## config.mk

```make
export PLATFORM = sky130hd
export DESIGN_NAME = lcdpp_top
export DESIGN_NICKNAME = d
export VERILOG_FILES = /design/src/lcdpp_pkg.sv /design/src/lcdpp_top.sv
export VERILOG_INCLUDE_DIRS = /design/src
export SDC_FILE = /design/constraint.sdc
export NUM_CORES = 1
export LEC_CHECK = 0
export BUFFER_PORTS_ARGS = -buffer_cell sky130_fd_sc_hd__clkbuf_2
export CAP_MARGIN = 15
export CORE_ASPECT_RATIO = 0.9
export CORE_MARGIN = 2
export CORE_UTILIZATION = 35
export CTS_BUF_LIST = sky130_fd_sc_hd__clkbuf_8
export DETAILED_ROUTE_END_ITERATION = 10
export PLACE_DENSITY = 0.65
export SLEW_MARGIN = 20
export SYNTH_ARGS = -nofsm -noshare
export SYNTH_HDL_FRONTEND = slang
export SYNTH_SLANG_ARGS = --single-unit
```

## constraint.sdc

```tcl
create_clock -name core_clk_in -period 3.5 [get_ports core_clk_in]
set_input_delay 0.175 -clock core_clk_in [delete_from_list [all_inputs] [get_ports core_clk_in]]
set_output_delay 0.175 -clock core_clk_in [all_outputs]
set_load 0.01 [all_outputs]
```

## src/lcdpp_defs.svh

```systemverilog
`ifndef LCDPP_DEFS_SVH
`define LCDPP_DEFS_SVH

// register offsets on the plain register port
`define LCDPP_ADDR_W          9
`define LCDPP_ADDR_CTRL       9'h107
`define LCDPP_ADDR_PHASE      9'h108

// display_control field positions and reset value
`define LCDPP_CTRL_ON_BIT     7
`define LCDPP_CTRL_MUX_HI     1
`define LCDPP_CTRL_MUX_LO     0
`define LCDPP_CTRL_ON_RST     1'h0
`define LCDPP_CTRL_MUX_RST    2'h3

// display_phase_prescale field positions and reset values
`define LCDPP_PS_WFT_BIT      7
`define LCDPP_PS_BIAS_BIT     6
`define LCDPP_PS_ACT_BIT      5
`define LCDPP_PS_PERMIT_BIT   4
`define LCDPP_PS_RATIO_HI     3
`define LCDPP_PS_RATIO_LO     0
`define LCDPP_PS_WFT_RST      1'h0
`define LCDPP_PS_BIAS_RST     1'h0
`define LCDPP_PS_RATIO_RST    4'h0

// multiplex selections
`define LCDPP_MUX_STATIC      2'h0
`define LCDPP_MUX_TWO         2'h1
`define LCDPP_MUX_FOUR        2'h3

`endif

```

## src/lcdpp_pkg.sv

```systemverilog
package lcdpp_pkg;

    // drive bias level presented to the analog drivers
    typedef enum logic [1:0]
    {
        LCDPP_BIAS_STATIC,
        LCDPP_BIAS_HALF,
        LCDPP_BIAS_THIRD
    } lcdpp_bias_e;

    typedef logic [7:0] lcdpp_data_t;

endpackage : lcdpp_pkg

```

## src/lcdpp_top.sv

```systemverilog
// Our own choice: strobed register access.
`timescale 1ns/1ps
`include "lcdpp_defs.svh"
// Function
// type B: phase flips only per frame
// type A: phase flips inside each common
// software keeps bias zero when static
// two commons: bias bit picks half/third
// read-only active flag shows driver running
// read-only permit flag allows pixel writes
// prescale divide ratio is field plus one
// driver_on starts/stops driver, flag follows
// one tick per ratio source ticks, restarts
module lcdpp_top
    import lcdpp_pkg::*;
#(
    parameter int RATIO_W = 4
)
(
    input  wire logic                      core_clk_in,
    input  wire logic                      reset_n_in,
    input  wire logic [`LCDPP_ADDR_W-1:0]  reg_addr_in,
    input  wire logic [7:0]                reg_wdata_in,
    input  wire logic                      reg_wr_in,
    input  wire logic                      reg_rd_in,
    output logic [7:0]                     reg_rdata_out,
    input  wire logic                      src_tick_in,
    output logic                           presc_tick_out,
    output logic [1:0]                     com_index_out,
    output logic                           drive_phase_out,
    output logic                           frame_start_out,
    output lcdpp_bias_e                    bias_mode_out
);

    // software-visible configuration
    logic               driver_on_r,          driver_on_nxt;
    logic [1:0]         common_count_sel_r,   common_count_sel_nxt;
    logic               waveform_type_sel_r,  waveform_type_sel_nxt;
    logic               bias_select_r,        bias_select_nxt;
    logic [RATIO_W-1:0] prescale_ratio_r,     prescale_ratio_nxt;
    lcdpp_data_t        rdata_r,              rdata_nxt;

    // driver state
    logic               driver_active_flag_r, driver_active_flag_nxt;
    logic               pixel_write_permit_r, pixel_write_permit_nxt;
    logic [RATIO_W-1:0] div_cnt_r,            div_cnt_nxt;
    logic               presc_tick_r,         presc_tick_nxt;
    logic [1:0]         com_r,                com_nxt;
    logic               phase_r,              phase_nxt;
    logic               frame_start_r,        frame_start_nxt;
    lcdpp_bias_e        bias_mode_r,          bias_mode_nxt;

    logic               wr_ctrl;
    logic               wr_phase;
    logic               advance_com;
    logic               last_com;

    assign wr_ctrl  = reg_wr_in && (reg_addr_in == `LCDPP_ADDR_CTRL);
    assign wr_phase = reg_wr_in && (reg_addr_in == `LCDPP_ADDR_PHASE);

    // register writes and read data; status bits are read-only and ignore writes
    always_comb
    begin
        driver_on_nxt         = driver_on_r;
        common_count_sel_nxt  = common_count_sel_r;
        waveform_type_sel_nxt = waveform_type_sel_r;
        bias_select_nxt       = bias_select_r;
        prescale_ratio_nxt    = prescale_ratio_r;
        rdata_nxt             = 8'h00;
        if (wr_ctrl)
        begin
            driver_on_nxt        = reg_wdata_in[`LCDPP_CTRL_ON_BIT];
            common_count_sel_nxt = reg_wdata_in[`LCDPP_CTRL_MUX_HI:`LCDPP_CTRL_MUX_LO];
        end
        if (wr_phase)
        begin
            waveform_type_sel_nxt = reg_wdata_in[`LCDPP_PS_WFT_BIT];
            bias_select_nxt       = reg_wdata_in[`LCDPP_PS_BIAS_BIT];
            prescale_ratio_nxt    = reg_wdata_in[`LCDPP_PS_RATIO_HI:`LCDPP_PS_RATIO_LO];
        end
        if (reg_rd_in && (reg_addr_in == `LCDPP_ADDR_CTRL))
        begin
            rdata_nxt[`LCDPP_CTRL_ON_BIT]                       = driver_on_r;
            rdata_nxt[`LCDPP_CTRL_MUX_HI:`LCDPP_CTRL_MUX_LO]    = common_count_sel_r;
        end
        else if (reg_rd_in && (reg_addr_in == `LCDPP_ADDR_PHASE))
        begin
            rdata_nxt[`LCDPP_PS_WFT_BIT]                        = waveform_type_sel_r;
            rdata_nxt[`LCDPP_PS_BIAS_BIT]                       = bias_select_r;
            rdata_nxt[`LCDPP_PS_ACT_BIT]                        = driver_active_flag_r;
            rdata_nxt[`LCDPP_PS_PERMIT_BIT]                     = pixel_write_permit_r;
            rdata_nxt[`LCDPP_PS_RATIO_HI:`LCDPP_PS_RATIO_LO]    = prescale_ratio_r;
        end
    end

    always_ff @(posedge core_clk_in)
    begin
        if (!reset_n_in)
        begin
            driver_on_r         <= `LCDPP_CTRL_ON_RST;
            common_count_sel_r  <= `LCDPP_CTRL_MUX_RST;
            waveform_type_sel_r <= `LCDPP_PS_WFT_RST;
            bias_select_r       <= `LCDPP_PS_BIAS_RST;
            prescale_ratio_r    <= `LCDPP_PS_RATIO_RST;
            rdata_r             <= 8'h00;
        end
        else
        begin
            driver_on_r         <= driver_on_nxt;
            common_count_sel_r  <= common_count_sel_nxt;
            waveform_type_sel_r <= waveform_type_sel_nxt;
            bias_select_r       <= bias_select_nxt;
            prescale_ratio_r    <= prescale_ratio_nxt;
            rdata_r             <= rdata_nxt;
        end
    end

    assign last_com    = (com_r == common_count_sel_r);
    // type A advances the common after the second half-slot, type B on every tick
    assign advance_com = presc_tick_r && (waveform_type_sel_r || phase_r);

    // prescaler, common sequencer and status; divider, common and phase restart while inactive
    always_comb
    begin
        driver_active_flag_nxt = driver_on_r;
        div_cnt_nxt            = div_cnt_r;
        presc_tick_nxt         = 1'b0;
        com_nxt                = com_r;
        phase_nxt              = phase_r;
        frame_start_nxt        = 1'b0;
        if (!driver_active_flag_r)
        begin
            div_cnt_nxt = '0;
            com_nxt     = 2'h0;
            phase_nxt   = 1'b0;
        end
        else
        begin
            if (src_tick_in)
            begin
                if (div_cnt_r >= prescale_ratio_r)
                begin
                    div_cnt_nxt    = '0;
                    presc_tick_nxt = 1'b1;
                end
                else
                begin
                    div_cnt_nxt = div_cnt_r + 1'b1;
                end
            end
            if (presc_tick_r && !waveform_type_sel_r)
            begin
                phase_nxt = !phase_r;
            end
            if (advance_com)
            begin
                if (last_com || (com_r > common_count_sel_r))
                begin
                    com_nxt         = 2'h0;
                    frame_start_nxt = 1'b1;
                    if (waveform_type_sel_r)
                    begin
                        phase_nxt = !phase_r;
                    end
                end
                else
                begin
                    com_nxt = com_r + 2'h1;
                end
            end
        end
        // pixel writes are held off during the last common so an update lands on a frame edge
        pixel_write_permit_nxt = !driver_active_flag_nxt
                                 || (com_nxt != common_count_sel_r);
        // static drive forces static bias; four commons only supports one-third
        if (common_count_sel_r == `LCDPP_MUX_STATIC)
        begin
            bias_mode_nxt = LCDPP_BIAS_STATIC;
        end
        else if (bias_select_r && (common_count_sel_r != `LCDPP_MUX_FOUR))
        begin
            bias_mode_nxt = LCDPP_BIAS_HALF;
        end
        else
        begin
            bias_mode_nxt = LCDPP_BIAS_THIRD;
        end
    end

    always_ff @(posedge core_clk_in)
    begin
        if (!reset_n_in)
        begin
            driver_active_flag_r <= 1'b0;
            pixel_write_permit_r <= 1'b1;
            div_cnt_r            <= '0;
            presc_tick_r         <= 1'b0;
            com_r                <= 2'h0;
            phase_r              <= 1'b0;
            frame_start_r        <= 1'b0;
            bias_mode_r          <= LCDPP_BIAS_THIRD;
        end
        else
        begin
            driver_active_flag_r <= driver_active_flag_nxt;
            pixel_write_permit_r <= pixel_write_permit_nxt;
            div_cnt_r            <= div_cnt_nxt;
            presc_tick_r         <= presc_tick_nxt;
            com_r                <= com_nxt;
            phase_r              <= phase_nxt;
            frame_start_r        <= frame_start_nxt;
            bias_mode_r          <= bias_mode_nxt;
        end
    end

    assign reg_rdata_out   = rdata_r;
    assign presc_tick_out  = presc_tick_r;
    assign com_index_out   = com_r;
    assign drive_phase_out = phase_r;
    assign frame_start_out = frame_start_r;
    assign bias_mode_out   = bias_mode_r;

    // helper: source ticks since the last output tick, valid only after a clean period
    logic [RATIO_W:0] seen_r,  seen_nxt;
    logic             clean_r, clean_nxt;

    // a ratio write spoils the running period, so the next one is not checked
    always_comb
    begin
        seen_nxt  = '0;
        clean_nxt = 1'b0;
        if (driver_active_flag_r)
        begin
            seen_nxt  = presc_tick_r ? {{RATIO_W{1'b0}}, src_tick_in}
                                     : seen_r + {{RATIO_W{1'b0}}, src_tick_in};
            clean_nxt = !wr_phase && (clean_r || presc_tick_r);
        end
    end

    always_ff @(posedge core_clk_in)
    begin
        if (!reset_n_in)
        begin
            seen_r  <= '0;
            clean_r <= 1'b0;
        end
        else
        begin
            seen_r  <= seen_nxt;
            clean_r <= clean_nxt;
        end
    end
endmodule : lcdpp_top

```

* Word level (Yosys, flattened, before mapping)
Index checks and enable logic that the tools add are counted.
** Storage, ports and cells
- Register bits after elaboration :: 30
- Input port bits :: 22
- Output and inout port bits :: 15
** Cells by class
- Add/subtract/negate cells :: 2
- Bitwise logic cells :: 2
- Reductions and logical operators :: 19
- Eq/ne operators :: 5
- $lt $le $gt $ge :: 2
- Muxes and demuxes :: 15
** Operators by type and width (number)
- $eq 9x9->1 const B :: 2
- $mux 2 :: 6
- $mux 8 :: 1
- $logic_and 1x1->1 :: 7
- $mux 1 :: 7
- $reduce_and 3->1 :: 2
- $add 4x1->4 const B :: 1
- $ge 4x4->1 :: 1
- $mux 4 :: 1
- $logic_not 1->1 :: 3
- $logic_or 1x1->1 :: 3
- $reduce_or 3->1 :: 1
- $add 2x1->2 const B :: 1
- $eq 2x2->1 :: 1
- $gt 2x2->1 :: 1
- $logic_not 2->1 :: 1
- $ne 2x2->1 :: 1
- $ne 2x2->1 const B :: 1
- $not 1->1 :: 2
- $reduce_and 2->1 :: 1
- $reduce_or 2->1 :: 1

* Longest topological paths before layout
Gate-level depths: netlist of the first run.
- Word-level depth :: 7
- Gate-level depth with buffers :: 7

* Worst setup path after synthesis of the first run
No wires, ideal clock.
- Path kind :: register to register
- Start point :: register com_r[0], in the netlist com_index_out[0]
- End point :: register pixel_write_permit_r
- Period minus slack after synthesis :: 1864 ps
- Arrival :: 1739 ps
- Data required time :: 3374 ps
- Stages on the path, launching flop included :: 8
- Path slack :: 1636 ps
- Path through :: dfxtp_1 -> inv_1 -> ha_1 -> nand2b_1 -> a2111oi_0 -> o21ai_0 -> xor2_1 -> nand4_1
** Between the ends
- Cells in the longest elaborated chain, start to end :: 7
** RTL lines
- start, declared :: line lcdpp_top.sv:48 : logic [1:0] com_r, com_nxt;
- start signal, assigned :: line lcdpp_top.sv:209 : com_r <= com_nxt;
- $gt 2x2->1 or $eq 2x2->1 (tied branches) :: line lcdpp_top.sv:157, lcdpp_top.sv:118
- $logic_or 1x1->1 :: line lcdpp_top.sv:157 : if (last_com || (com_r > common_count_sel_r))
- $mux 2 :: line lcdpp_top.sv:157
- $mux 2 * :: line lcdpp_top.sv:155 : if (advance_com)
- $mux 2 * :: line lcdpp_top.sv:131 : if (!driver_active_flag_r)
- $ne 2x2->1 * :: line lcdpp_top.sv:174 : || (com_nxt != common_count_sel_r);
- $logic_or 1x1->1 * :: line lcdpp_top.sv:174
- end signal, assigned :: line lcdpp_top.sv:206 : pixel_write_permit_r <= pixel_write_permit_nxt;
- end, declared :: line lcdpp_top.sv:45 : logic pixel_write_permit_r, pixel_write_permit_nxt;
Every way passes the cells marked *; elsewhere a longest branch is shown, timed or not.
A chain may end at the register's enable or synchronous reset.

* Final worst setup path of the first run
Same ends and word-level chain as after synthesis.

==> results of run 1 <==
## power by group through the flow
| stage | logic [mW] | clock network, mW | registers (mW) |
|---|---|---|---|
| after global placement | 0.0210 | 0 | 0.349 |
| after global routing | 0.0247 | 0.304 | 0.341 |
| final | 0.0223 | 0.278 | 0.342 |
| after detailed placement | 0.0221 | 0 | 0.349 |
| after floorplan | 0.00821 | 0 | 0.349 |
| after CTS | 0.0223 | 0.290 | 0.341 |
## kinds of logic (layout without fill, tap and decap cells)
| family | count (synthesis) | in the layout | share of synthesized area (%) |
|---|---|---|---|
| xor gates and xnor gates | 6 | 6 | 4.04 |
| DFF | 30 | 30 | 46.2 |
| AOI/OAI and AO/OA | 18 | 18 | 9.62 |
| and+or+nand+nor | 57 | 57 | 25.4 |
| buffers and inverters | 9 | 48 | 2.69 |
| adders and majority gates | 7 | 7 | 6.73 |
| muxes | 7 | 7 | 5.38 |
## stage by stage
stage          std cells  hold slack [ns]  util, %
2_1_floorplan        134            0.321        -
3_3_place_gp         211            0.429     41.5
3_5_place_dp         211            0.443     41.5
4_1_cts              219            0.158     44.0
5_1_grt              219            0.161     44.0
6_report             219            0.162     44.0
## layer usage
metal / global-route usage [%] / share of wire (%) / vias up
li1: - / - / 547
met1: 16.0 / 44 / 506
met2: 27.7 / 50 / 23
met3: 4.68 / 4.8 / 5
met4: 5.43 / 1.2 / 0
met5: 0 / 0 / -
## worst paths after layout
path / endpoint / cells after the start / slack, ns / startpoint
max: pixel_write_permit_r / 7 / 1.43 / com_index_out[0]
min reg2reg: driver_active_flag_nxt / 2 / 0.45 / driver_active_flag_nxt
max reg2reg: pixel_write_permit_r / 7 / 1.43 / com_index_out[0]
min: bias_select_r / 3 / 0.16 / reg_wdata_in[6]
## tightest hold or removal path, delay by kind of cell
| family | cells | cell delay (ns) |
|---|---|---|
| buffers and inverters | 1 | 0.08 |
| muxes | 1 | 0.05 |
| and+or+nand+nor | 1 | 0.10 |
## sequential cells by signal, indices dropped and copies added (netlist names)
register                count
bias_mode_out               2
div_cnt_r                   4
driver_active_flag_nxt      1
drive_phase_out             1
waveform_type_sel_r         1
common_count_sel_r          2
pixel_write_permit_r        1
reg_rdata_out               8
frame_start_out             1
presc_tick_out              1
prescale_ratio_r            4
driver_active_flag_r        1
bias_select_r               1
com_index_out               2
## cells in the final DEF (no fill, tap or decap), types with 3 or more instances in the layout
| master | instances |
|---|---|
| clkbuf_2 | 34 |
| dfxtp_1 | 30 |
| nand2_1 | 10 |
| nor2b_1 | 10 |
| inv_1 | 7 |
| nand3_1 | 7 |
| mux2i_1 | 7 |
| ha_1 | 7 |
| and3_1 | 6 |
| clkbuf_8 | 6 |
| and2_1 | 5 |
| nand2b_1 | 4 |
| a21o_1 | 4 |
| o21ai_0 | 3 |
| xor2_1 | 3 |
| nand4_1 | 3 |
| xnor2_1 | 3 |
| nor2_1 | 3 |
## area by class of cell
cell class	instances	area, sq um
Timing Repair Buffer	34	170
Fill cell	367	2040
Tap cell	46	57.6
Clock inverter	2	8.76
Clock buffer	6	82.6
Inverter	6	22.5
Multi-Input combinational cell	95	666
Sequential cell	30	601
==> metrics.log, run 1 <==
[metrics] clock transition at the register clock pins on the worst setup and hold paths after CTS: 0.06 ns
[metrics] synth warn: 0
[metrics] GR Util All Layers: 14.9%
[metrics] area share of the leading cell type in the synthesized netlist: 46.2%
[metrics] Worst Hold Class: in2reg
[metrics] Final Instance Area: 0.00161 sq mm
[metrics] minimum clock period after layout: 2.07 ns
[metrics] leading cell types by count after synthesis: dfxtp_1 (30), nand2_1 (10), nor2b_1 (10)
[metrics] kind of capture point of the worst setup path: flop
[metrics] crit path max-delay cell type: a2111oi_0
[metrics] leading cell type by number of instances after synthesis: dfxtp_1
[metrics] Placeable Area: 0.00365 sq mm
[metrics] Final Max Slew Viols: 0
[metrics] hold buffers post-CTS: 0
[metrics] maximum clock frequency: 482 MHz
[metrics] clock tree sinks: 30
[metrics] total gr overflow: 0
[metrics] most used flip-flop cell after synthesis: dfxtp_1
[metrics] required time at the endpoint of the critical path: 3.66 ns
[metrics] count of maximum capacitance violations: 0
[metrics] full die area: 0.00422 sq mm
[metrics] outcome: completed
[metrics] area added between synthesis and finish: 23.6%
[metrics] Pre-antenna DRT Iters: 6
[metrics] Total Nets Final: 201
[metrics] kind of cell adding the most delay to the critical path: compound AO/OA/AOI/OAI gates
[metrics] hold violation count in the final report: 0
[metrics] die extent in x: 68.3 um
[metrics] combinational fraction of design power: 3.5%
[metrics] power density over cell area: 399 mW/mm^2
[metrics] top cell type by total area after synthesis: dfxtp_1
[metrics] Psw: 0.134 mW
[metrics] net count after synthesis: 163
[metrics] internal portion of total power: 0.508 mW
[metrics] clk buf depth: 2
[metrics] highest fanout seen on the critical path: 6
[metrics] distinct cell type count of the synthesized netlist: 36
[metrics] H-Tree Depth: 2
[metrics] arrival time worst endpoint: 2.23 ns
[metrics] worst-margin pin slew: 0.564 ns
[metrics] last weighted congestion value of the routability-driven placer: 0.797
[metrics] static power due to leakage: 0.749 nW
[metrics] wire length of the first global-routing pass: 4690 um
[metrics] vias per inst: 4.94
[metrics] total placed instance area: 0.00152 sq mm
[metrics] clock tree from TritonCTS: built
[metrics] number of standard-cell rows in the floorplan: 21
[metrics] share of the yosys chip area belonging to registers: 46.2%
[metrics] starting density of the core: 35.6%
[metrics] post-CTS setup buffer count: 0
[metrics] PostCTS Resize Cnt: 0
[metrics] post-synthesis average cell area: 9.71 sq um
[metrics] Port Buffers: 34
[metrics] final clock period utilization by the worst path: 59.3%
[metrics] share of final-layout standard cells stronger than drive strength 1: 26.0%
[metrics] number of DRC violations after detailed routing: 0
[metrics] portion of total power attributed to the clock network: 43.3%
[metrics] post-synthesis cell count: 134
[metrics] setup repair after global routing missed its margin: no
[metrics] number of clock buffers inserted by TritonCTS: 5
[metrics] Total Power: 0.642 mW
[metrics] netlist area before placement: 0.00130 sq mm
[metrics] highest cell delay on the worst timing path: 0.55 ns
[metrics] DP Worst Slack: 1.44 ns
[metrics] DR WL/cell: 12.3 um
[metrics] number of top-level pins: 37
[metrics] cell-by-cell listing of the critical path: inv_1, ha_1, nand2b_1, a2111oi_0, o21ai_0, xor2_1, nand4_1
[metrics] vias in the first global route: 1086
[metrics] synthesized flop and latch total: 30
[metrics] final number of setup-violating endpoints: 0
[metrics] start-to-end type of the worst setup path: reg2reg
[metrics] fraction of power spent switching nets: 20.8%
[metrics] Final Worst Setup Slack: 1.43 ns
[metrics] Antenna Cells: 0
[metrics] sum of routed wire length over all layers: 2700 um
[metrics] CTS root buf: clkbuf_8
[metrics] Worst Path Buf+Inv: 1
[metrics] Vert. Die Dim: 61.8 um
[metrics] share of flip-flops with an asynchronous set or reset after synthesis: 0%
[metrics] DP Wirelength: 2040 um
[metrics] Post-DRT Antenna Nets: 0
[metrics] vias post-DR: 1081
[metrics] violation count after the first detailed-routing iteration: 30
[metrics] clk_skew: 0.00571 ns
[metrics] worst ir drop on vdd: 0.221 mV
[metrics] top post-synthesis cells by area: dfxtp_1 (46%), ha_1 (6.7%), mux2i_1 (5.4%), nor2b_1 (4.8%), and3_1 (2.9%)
[metrics] largest net degree at the start of global routing: 22
[metrics] initial antenna violation count: 0
[metrics] clock insertion delay at the later pin of the skew report: 0.27 ns
[metrics] setup tns final: 0 ns
[metrics] crit start category: flop
[metrics] number of enable-type register cells in the synthesized netlist: 0
[metrics] worst max-slew margin expressed relative to the limit: 61.4%
[metrics] Reg power frac: 53.2%
No activity file was read; power rests on OpenSTA's default activity.
==> inputs of run 2 (changes only) <==
--- a/config.mk
+++ b/config.mk
@@ -13,7 +13,7 @@
 export CORE_UTILIZATION = 35
 export CTS_BUF_LIST = sky130_fd_sc_hd__clkbuf_8
 export DETAILED_ROUTE_END_ITERATION = 10
-export PLACE_DENSITY = 0.65
+export PLACE_DENSITY = 0.68
 export SLEW_MARGIN = 20
 export SYNTH_ARGS = -nofsm -noshare
 export SYNTH_HDL_FRONTEND = slang
==> constraint.sdc (replaced) <==
create_clock -name core_clk_in -period 1.7 [get_ports core_clk_in]
set_input_delay 0.085 -clock core_clk_in [delete_from_list [all_inputs] [get_ports core_clk_in]]
set_output_delay 0.085 -clock core_clk_in [all_outputs]
set_load 0.01 [all_outputs]
==> run 2 against run 1 <==
  * Cell area up 7.4%
  * Highest routed layer unchanged
  * Global-route usage decreased by 1.0 points
  * Final cell count grew 3.7%
  * Fmax up 31%
  * Total power up 110%
  * Die area unchanged
  * Wire length fell by 5.6%
  * Clock skew is 0.0016 ns lower
==> metrics.log, run 2 (synthesis gave the netlist of run 1 again) <==
[metrics] clock tree from TritonCTS: built
[metrics] count of maximum capacitance violations: 0 (unchanged)
[metrics] Vert. Die Dim: 61.8 um (unchanged)
[metrics] power density over cell area: 765 mW/mm^2 (+92%)
[metrics] starting density of the core: 35.6% (unchanged)
[metrics] vias post-DR: 1075 (-0.56%)
[metrics] full die area: 0.00422 sq mm (unchanged)
[metrics] start-to-end type of the worst setup path: reg2reg
[metrics] Post-DRT Antenna Nets: 0 (unchanged)
[metrics] fraction of power spent switching nets: 20.7% (-0.13 points)
[metrics] met1 layer usage reported by global route: 17.3% (+1.3 points)
[metrics] post-layout instance count excluding filler cells: 227 (+3.7%)
[metrics] Reg power frac: 53.2% (about the same)
[metrics] clock tree sinks: 30 (unchanged)
[metrics] number of instances in the placed design: 218 (+3.3%)
[metrics] number of top-level pins: 37 (unchanged)
[metrics] clock insertion delay at the later pin of the skew report: 0.28 ns (about the same)
[metrics] minimum clock period after layout: 1.59 ns (-0.486 ns)
[metrics] die extent in x: 68.3 um (unchanged)
[metrics] GR Util All Layers: 13.9% (-1.0 points)
[metrics] Antenna Cells: 0 (unchanged)
[metrics] Placeable Area: 0.00365 sq mm (unchanged)
[metrics] crit path max-delay cell type: dfxtp_1
[metrics] worst max-slew margin expressed relative to the limit: 71.0% (+9.6 points)
[metrics] clock transition at the register clock pins on the worst setup and hold paths after CTS: 0.06 ns (about the same)
[metrics] initial antenna violation count: 0 (unchanged)
[metrics] most common cell after layout, fill and taps aside: clkbuf_2
[metrics] outcome: completed
[metrics] grt peak-use layer: met2
[metrics] Total Nets Final: 209 (+4.0%)
[metrics] number of clock buffers inserted by TritonCTS: 5 (unchanged)
[metrics] required time at the endpoint of the critical path: 1.91 ns (-1.75 ns)
[metrics] post-route core utilization: 47.3% (+3.3 points)
[metrics] Total Power: 1.32 mW (+110%)
[metrics] portion of total power attributed to the clock network: 43.1% (-0.2 points)
[metrics] static power due to leakage: 0.789 nW (+5.3%)
[metrics] H-Tree Depth: 2 (unchanged)
[metrics] worst-margin pin slew: 0.432 ns (-0.132 ns)
[metrics] worst ir drop on vdd: 0.387 mV (+75%)
[metrics] number of flip-flops in the largest register: 8 (unchanged)
[metrics] cell-by-cell listing of the critical path: ha_1, nand2b_1, a21o_1, a21o_1, a31oi_4, nor2b_1
[metrics] Worst Hold Class: in2reg
[metrics] sum of routed wire length over all layers: 2550 um (-5.6%)
[metrics] total gr overflow: 0 (unchanged)
[metrics] hold violation count in the final report: 0 (unchanged)
[metrics] area added between synthesis and finish: 32.7%
[metrics] largest net degree at the start of global routing: 21 (-4.5%)
[metrics] share of final-layout standard cells stronger than drive strength 1: 32.6% (+6.6 points)
[metrics] number of standard-cell rows in the floorplan: 21 (unchanged)
[metrics] Psw: 0.274 mW (+100%)
[metrics] vias per inst: 4.74 (-4.1%)
[metrics] global routing met3 resource utilization: 5.05% (+0.36 points)
[metrics] GR Util met2: 20.9% (-6.8 points)
[metrics] number of DRC violations after detailed routing: 0 (unchanged)
[metrics] last weighted congestion value of the routability-driven placer: 0.765 (-4.1%)
[metrics] highest cell delay on the worst timing path: 0.33 ns (-0.22 ns)
[metrics] most repeated library cell on the critical path: a21o_1
[metrics] crit start category: flop
[metrics] arrival time worst endpoint: 1.80 ns (-0.43 ns)
[metrics] most frequent cells in the layout: clkbuf_2 (34), dfxtp_1 (29), nand2_1 (10), nor2b_1 (10), buf_4 (8)
[metrics] DP Wirelength: 1880 um (-7.7%)
[metrics] Pre-antenna DRT Iters: 4 (-2)
[metrics] clk_skew: 0.00415 ns (-0.00156 ns)
[metrics] hold buffers post-CTS: 0 (unchanged)
[metrics] final clock period utilization by the worst path: 93.4% (+34 points)
[metrics] Port Buffers: 34 (unchanged)
[metrics] highest fanout seen on the critical path: 4 (-2)
[metrics] internal portion of total power: 1.05 mW (+110%)
[metrics] CTS root buf: clkbuf_8
[metrics] clk buf depth: 2 (unchanged)
[metrics] Final Max Slew Viols: 0 (unchanged)
[metrics] DR WL/cell: 11.2 um (-9.0%)
[metrics] kind of capture point of the worst setup path: flop
[metrics] final number of setup-violating endpoints: 0 (unchanged)
[metrics] combinational fraction of design power: 3.6% (about the same)
[metrics] vias in the first global route: 965 (-11%)
[metrics] violation count after the first detailed-routing iteration: 60 (+100%)
[metrics] maximum clock frequency: 630 MHz (+31%)
[metrics] wire length of the first global-routing pass: 4200 um (-10%)
-- run 2: final timing paths --
kind / startpoint / to / slack, ns / cells past startpoint
worst max register to register: prescale_ratio_r[0] / div_cnt_r[1] / 0.11 / 6
worst min-delay path: reg_wdata_in[7] / driver_active_flag_nxt / 0.06 / 3
worst max-delay path: prescale_ratio_r[0] / div_cnt_r[1] / 0.11 / 6
worst min register to register: pixel_write_permit_r / reg_rdata_out[4] / 0.46 / 1
-- run 2: critical path: cells and delay by family (launching register included) --
family,cells,cell delay [ns]
fa+ha+maj,1,0.28
simple gates,2,0.30
flops,1,0.33
compound gates,3,0.61
-- run 2: final cells by class --
cell class              instances  area (sq um)
repair buffers                 42           230
multi-input cells              95           723
clock buffers                   6          82.6
flip-flops and latches         30           602
inverters                       6          22.5
fillers                       357          1930
well taps                      46          57.6
clock inverters                 2          8.76
-- run 2: what timing repair did --
item	CTS	global route
gates resized for setup	0	7
endpoints found under the hold margin	0	0
setup endpoints to repair	0	5
buffers inserted	0	1
-- run 2: power groups by stage --
stage | Sequential [mW] | Clock (mW) | Combinational (mW)
after floorplan | 0.719 | 0 | 0.0169
after global placement | 0.719 | 0 | 0.0471
after detailed placement | 0.719 | 0 | 0.0474
after CTS | 0.703 | 0.583 | 0.0477
after global routing | 0.703 | 0.621 | 0.0530
final | 0.703 | 0.570 | 0.0482
-- run 2: per-stage QoR --
stage / TNS, ns / instance area (sq um) / setup slack, ns / hold WS, ns
5_1_grt: -0.00803 / 1730 / -0.00803 / 0.0649
3_5_place_dp: 0 / 1580 / 0.0266 / 0.353
3_3_place_gp: 0 / 1580 / 0.0410 / 0.351
2_1_floorplan: 0 / 1310 / 0.00156 / 0.231
4_1_cts: 0 / 1670 / 0.00985 / 0.0571
6_report: 0 / 1730 / 0.112 / 0.0608
-- run 2: layer usage --
layer | vias up | routed length, um
li1 | 558 | -
met1 | 494 | 1200
met2 | 17 | 1190
met3 | 6 | 105
met4 | 0 | 53
met5 | - | 0
==> inputs of run 3 (changes only) <==
--- a/config.mk
+++ b/config.mk
@@ -8,7 +8,6 @@
 export LEC_CHECK = 0
 export BUFFER_PORTS_ARGS = -buffer_cell sky130_fd_sc_hd__clkbuf_2
 export CAP_MARGIN = 15
-export CORE_ASPECT_RATIO = 0.9
 export CORE_MARGIN = 2
 export CORE_UTILIZATION = 35
 export CTS_BUF_LIST = sky130_fd_sc_hd__clkbuf_8
==> run 3 against run 2 <==
  * Sequential share of layout area fell by 0.13 points
  * Core utilization grew 0.78 points
  * Fmax shrank 2.0%
  * Clock skew is 0.0018 ns higher
  * Cell area increased by 0.36%
  * Register-to-register slack lost 0.03 ns
  * Combinational power decreased by 3%
  * Clock power rose by 19%
  * Global-route usage increased by 0.95 points
  * Via count rose by 1.5%
  * Non-clock buffer count down 2
  * Die area barely moved
  * Critical endpoint unchanged
  * Largest cell class unchanged
==> metrics.log, run 3 (synthesis gave the netlist of run 1 again) <==
[metrics] violation count after the first detailed-routing iteration: 46 (-23%)
[metrics] kind of capture point of the worst setup path: flop
[metrics] Post-DRT Antenna Nets: 0 (unchanged)
[metrics] maximum clock frequency: 617 MHz (-2.0%)
[metrics] highest fanout seen on the critical path: 4 (unchanged)
[metrics] number of flip-flops in the largest register: 8 (unchanged)
[metrics] wire length of the first global-routing pass: 4620 um (+10%)
[metrics] DR WL/cell: 12.4 um (+10%)
[metrics] Total Power: 1.43 mW (+8.3%)
[metrics] setup tns final: 0 ns (unchanged)
[metrics] worst ir drop on vdd: 0.307 mV (-21%)
[metrics] clock transition at the register clock pins on the worst setup and hold paths after CTS: 0.06 ns (about the same)
[metrics] GR Util met2: 26.4% (+5.5 points)
[metrics] met1 layer usage reported by global route: 15.2% (-2.1 points)
[metrics] number of clock buffers inserted by TritonCTS: 5 (unchanged)
[metrics] arrival time worst endpoint: 1.84 ns (+0.04 ns)
[metrics] last weighted congestion value of the routability-driven placer: 0.836 (+9.4%)
[metrics] count of maximum capacitance violations: 0 (unchanged)
[metrics] sum of routed wire length over all layers: 2810 um (+10%)
[metrics] Vert. Die Dim: 65.0 um (+5.1%)
[metrics] total gr overflow: 0 (unchanged)
[metrics] worst-margin pin slew: 0.459 ns (+0.0270 ns)
[metrics] share of final-layout standard cells stronger than drive strength 1: 31.3% (-1.3 points)
[metrics] clk buf depth: 2 (unchanged)
[metrics] hold violation count in the final report: 0 (unchanged)
[metrics] final number of setup-violating endpoints: 0 (unchanged)
[metrics] grt peak-use layer: met2
[metrics] number of top-level pins: 37 (unchanged)
[metrics] worst reg-to-reg path cell count: 7 (+1)
[metrics] vias per inst: 4.81 (+1.5%)
[metrics] DP Wirelength: 2040 um (+8.7%)
[metrics] start-to-end type of the worst setup path: reg2reg
[metrics] starting density of the core: 36.1% (+0.46 points)
[metrics] final clock period utilization by the worst path: 95.3% (+1.9 points)
[metrics] worst max-slew margin expressed relative to the limit: 69.2% (-1.8 points)
[metrics] outcome: completed
[metrics] number of DRC violations after detailed routing: 0 (unchanged)
[metrics] post-CTS setup buffer count: 0 (unchanged)
[metrics] H-Tree Depth: 2 (unchanged)
[metrics] largest net degree at the start of global routing: 22 (+4.8%)
[metrics] power density over cell area: 826 mW/mm^2 (+8.0%)
[metrics] required time at the endpoint of the critical path: 1.92 ns (about the same)
[metrics] clock tree sinks: 30 (unchanged)
[metrics] CTS root buf: clkbuf_8
[metrics] Worst Hold Path Cells: 3 (unchanged)
[metrics] most frequent cells in the layout: clkbuf_2 (34), dfxtp_1 (29), nand2_1 (10)
[metrics] minimum clock period after layout: 1.62 ns (+0.0321 ns)
[metrics] Worst Hold Class: in2reg
[metrics] full die area: 0.00422 sq mm (about the same)
[metrics] die extent in x: 65.0 um (-4.8%)
[metrics] Final Max Slew Viols: 0 (unchanged)
[metrics] crit start category: flop
[metrics] vias in the first global route: 1058 (+9.6%)
[metrics] Placeable Area: 0.00361 sq mm (-1.3%)
[metrics] Antenna Cells: 0 (unchanged)
[metrics] vias post-DR: 1091 (+1.5%)
[metrics] clock tree from TritonCTS: built
[metrics] area added between synthesis and finish: 33.2%
[metrics] GR Util All Layers: 14.8% (+0.95 points)
[metrics] clk_skew: 0.00591 ns (+0.00176 ns)
[metrics] clock insertion delay at the later pin of the skew report: 0.28 ns (about the same)
[metrics] static power due to leakage: 0.787 nW (-0.17%)
[metrics] initial antenna violation count: 0 (unchanged)
[metrics] global routing met3 resource utilization: 4.17% (-0.88 points)
[metrics] most common cell after layout, fill and taps aside: clkbuf_2
[metrics] hold buffers post-CTS: 0 (unchanged)
[metrics] Pre-antenna DRT Iters: 4 (unchanged)
[metrics] Port Buffers: 34 (unchanged)
[metrics] number of standard-cell rows in the floorplan: 22 (+4.8%)
[metrics] Total Nets Final: 207 (-0.96%)
-- run 3: worst max-delay path, cell delays in order (launching register included) --
cell and delay (ns):
dfxtp_1 0.33, inv_1 0.05, ha_1 0.26, nand2b_1 0.14, a21o_1 0.18, a21o_1 0.21, a31oi_4 0.22, nor2b_4 0.16
-- run 3: stage by stage --
step	area, sq um	hold slack (ns)	cells	util (%)	worst slack, ns
floorplan	1310	0.231	134	-	0.00156
global placement	1570	0.338	219	43.6	0.0542
detailed placement	1570	0.356	219	43.6	0.00145
CTS	1690	0.0573	227	46.9	0.0164
global route	1730	0.0727	227	48.1	-0.00602
finish	1730	0.0574	227	48.1	0.0797
-- run 3: timing repair --
item	in CTS	in global routing
setup endpoints to repair	1	6
pin swaps	0	1
gates resized for setup	1	6
-- run 3: cell type report --
class	instances	area [sq um]
Fill cell	352	1870
Multi-Input combinational cell	95	727
Sequential cell	30	602
Timing Repair Buffer	40	215
Clock buffer	5	68.8
Tap cell	48	60.1
Clock inverter	3	37.5
Inverter	6	22.5
-- run 3: layer usage --
metal  vias up  share of wire (%)
li1        554                  -
met1       506                 41
met2        27                 52
met3         4                4.4
met4         0                2.5
met5         -                  0
-- run 3: worst paths after layout --
check	from	endpoint	slack (ns)
setup / recovery	div_cnt_r[0]	div_cnt_r[1]	0.08
hold / removal	reg_wdata_in[7]	driver_active_flag_nxt	0.06
setup reg to reg	div_cnt_r[0]	div_cnt_r[1]	0.08
hold reg to reg	driver_active_flag_nxt	driver_active_flag_nxt	0.45
-- run 3: report_power, final --
part	internal, mW	switching (mW)
Combinational	0.0234	0.0234
Sequential	0.703	0.000131
Clock	0.426	0.256
Total	1.15	0.279
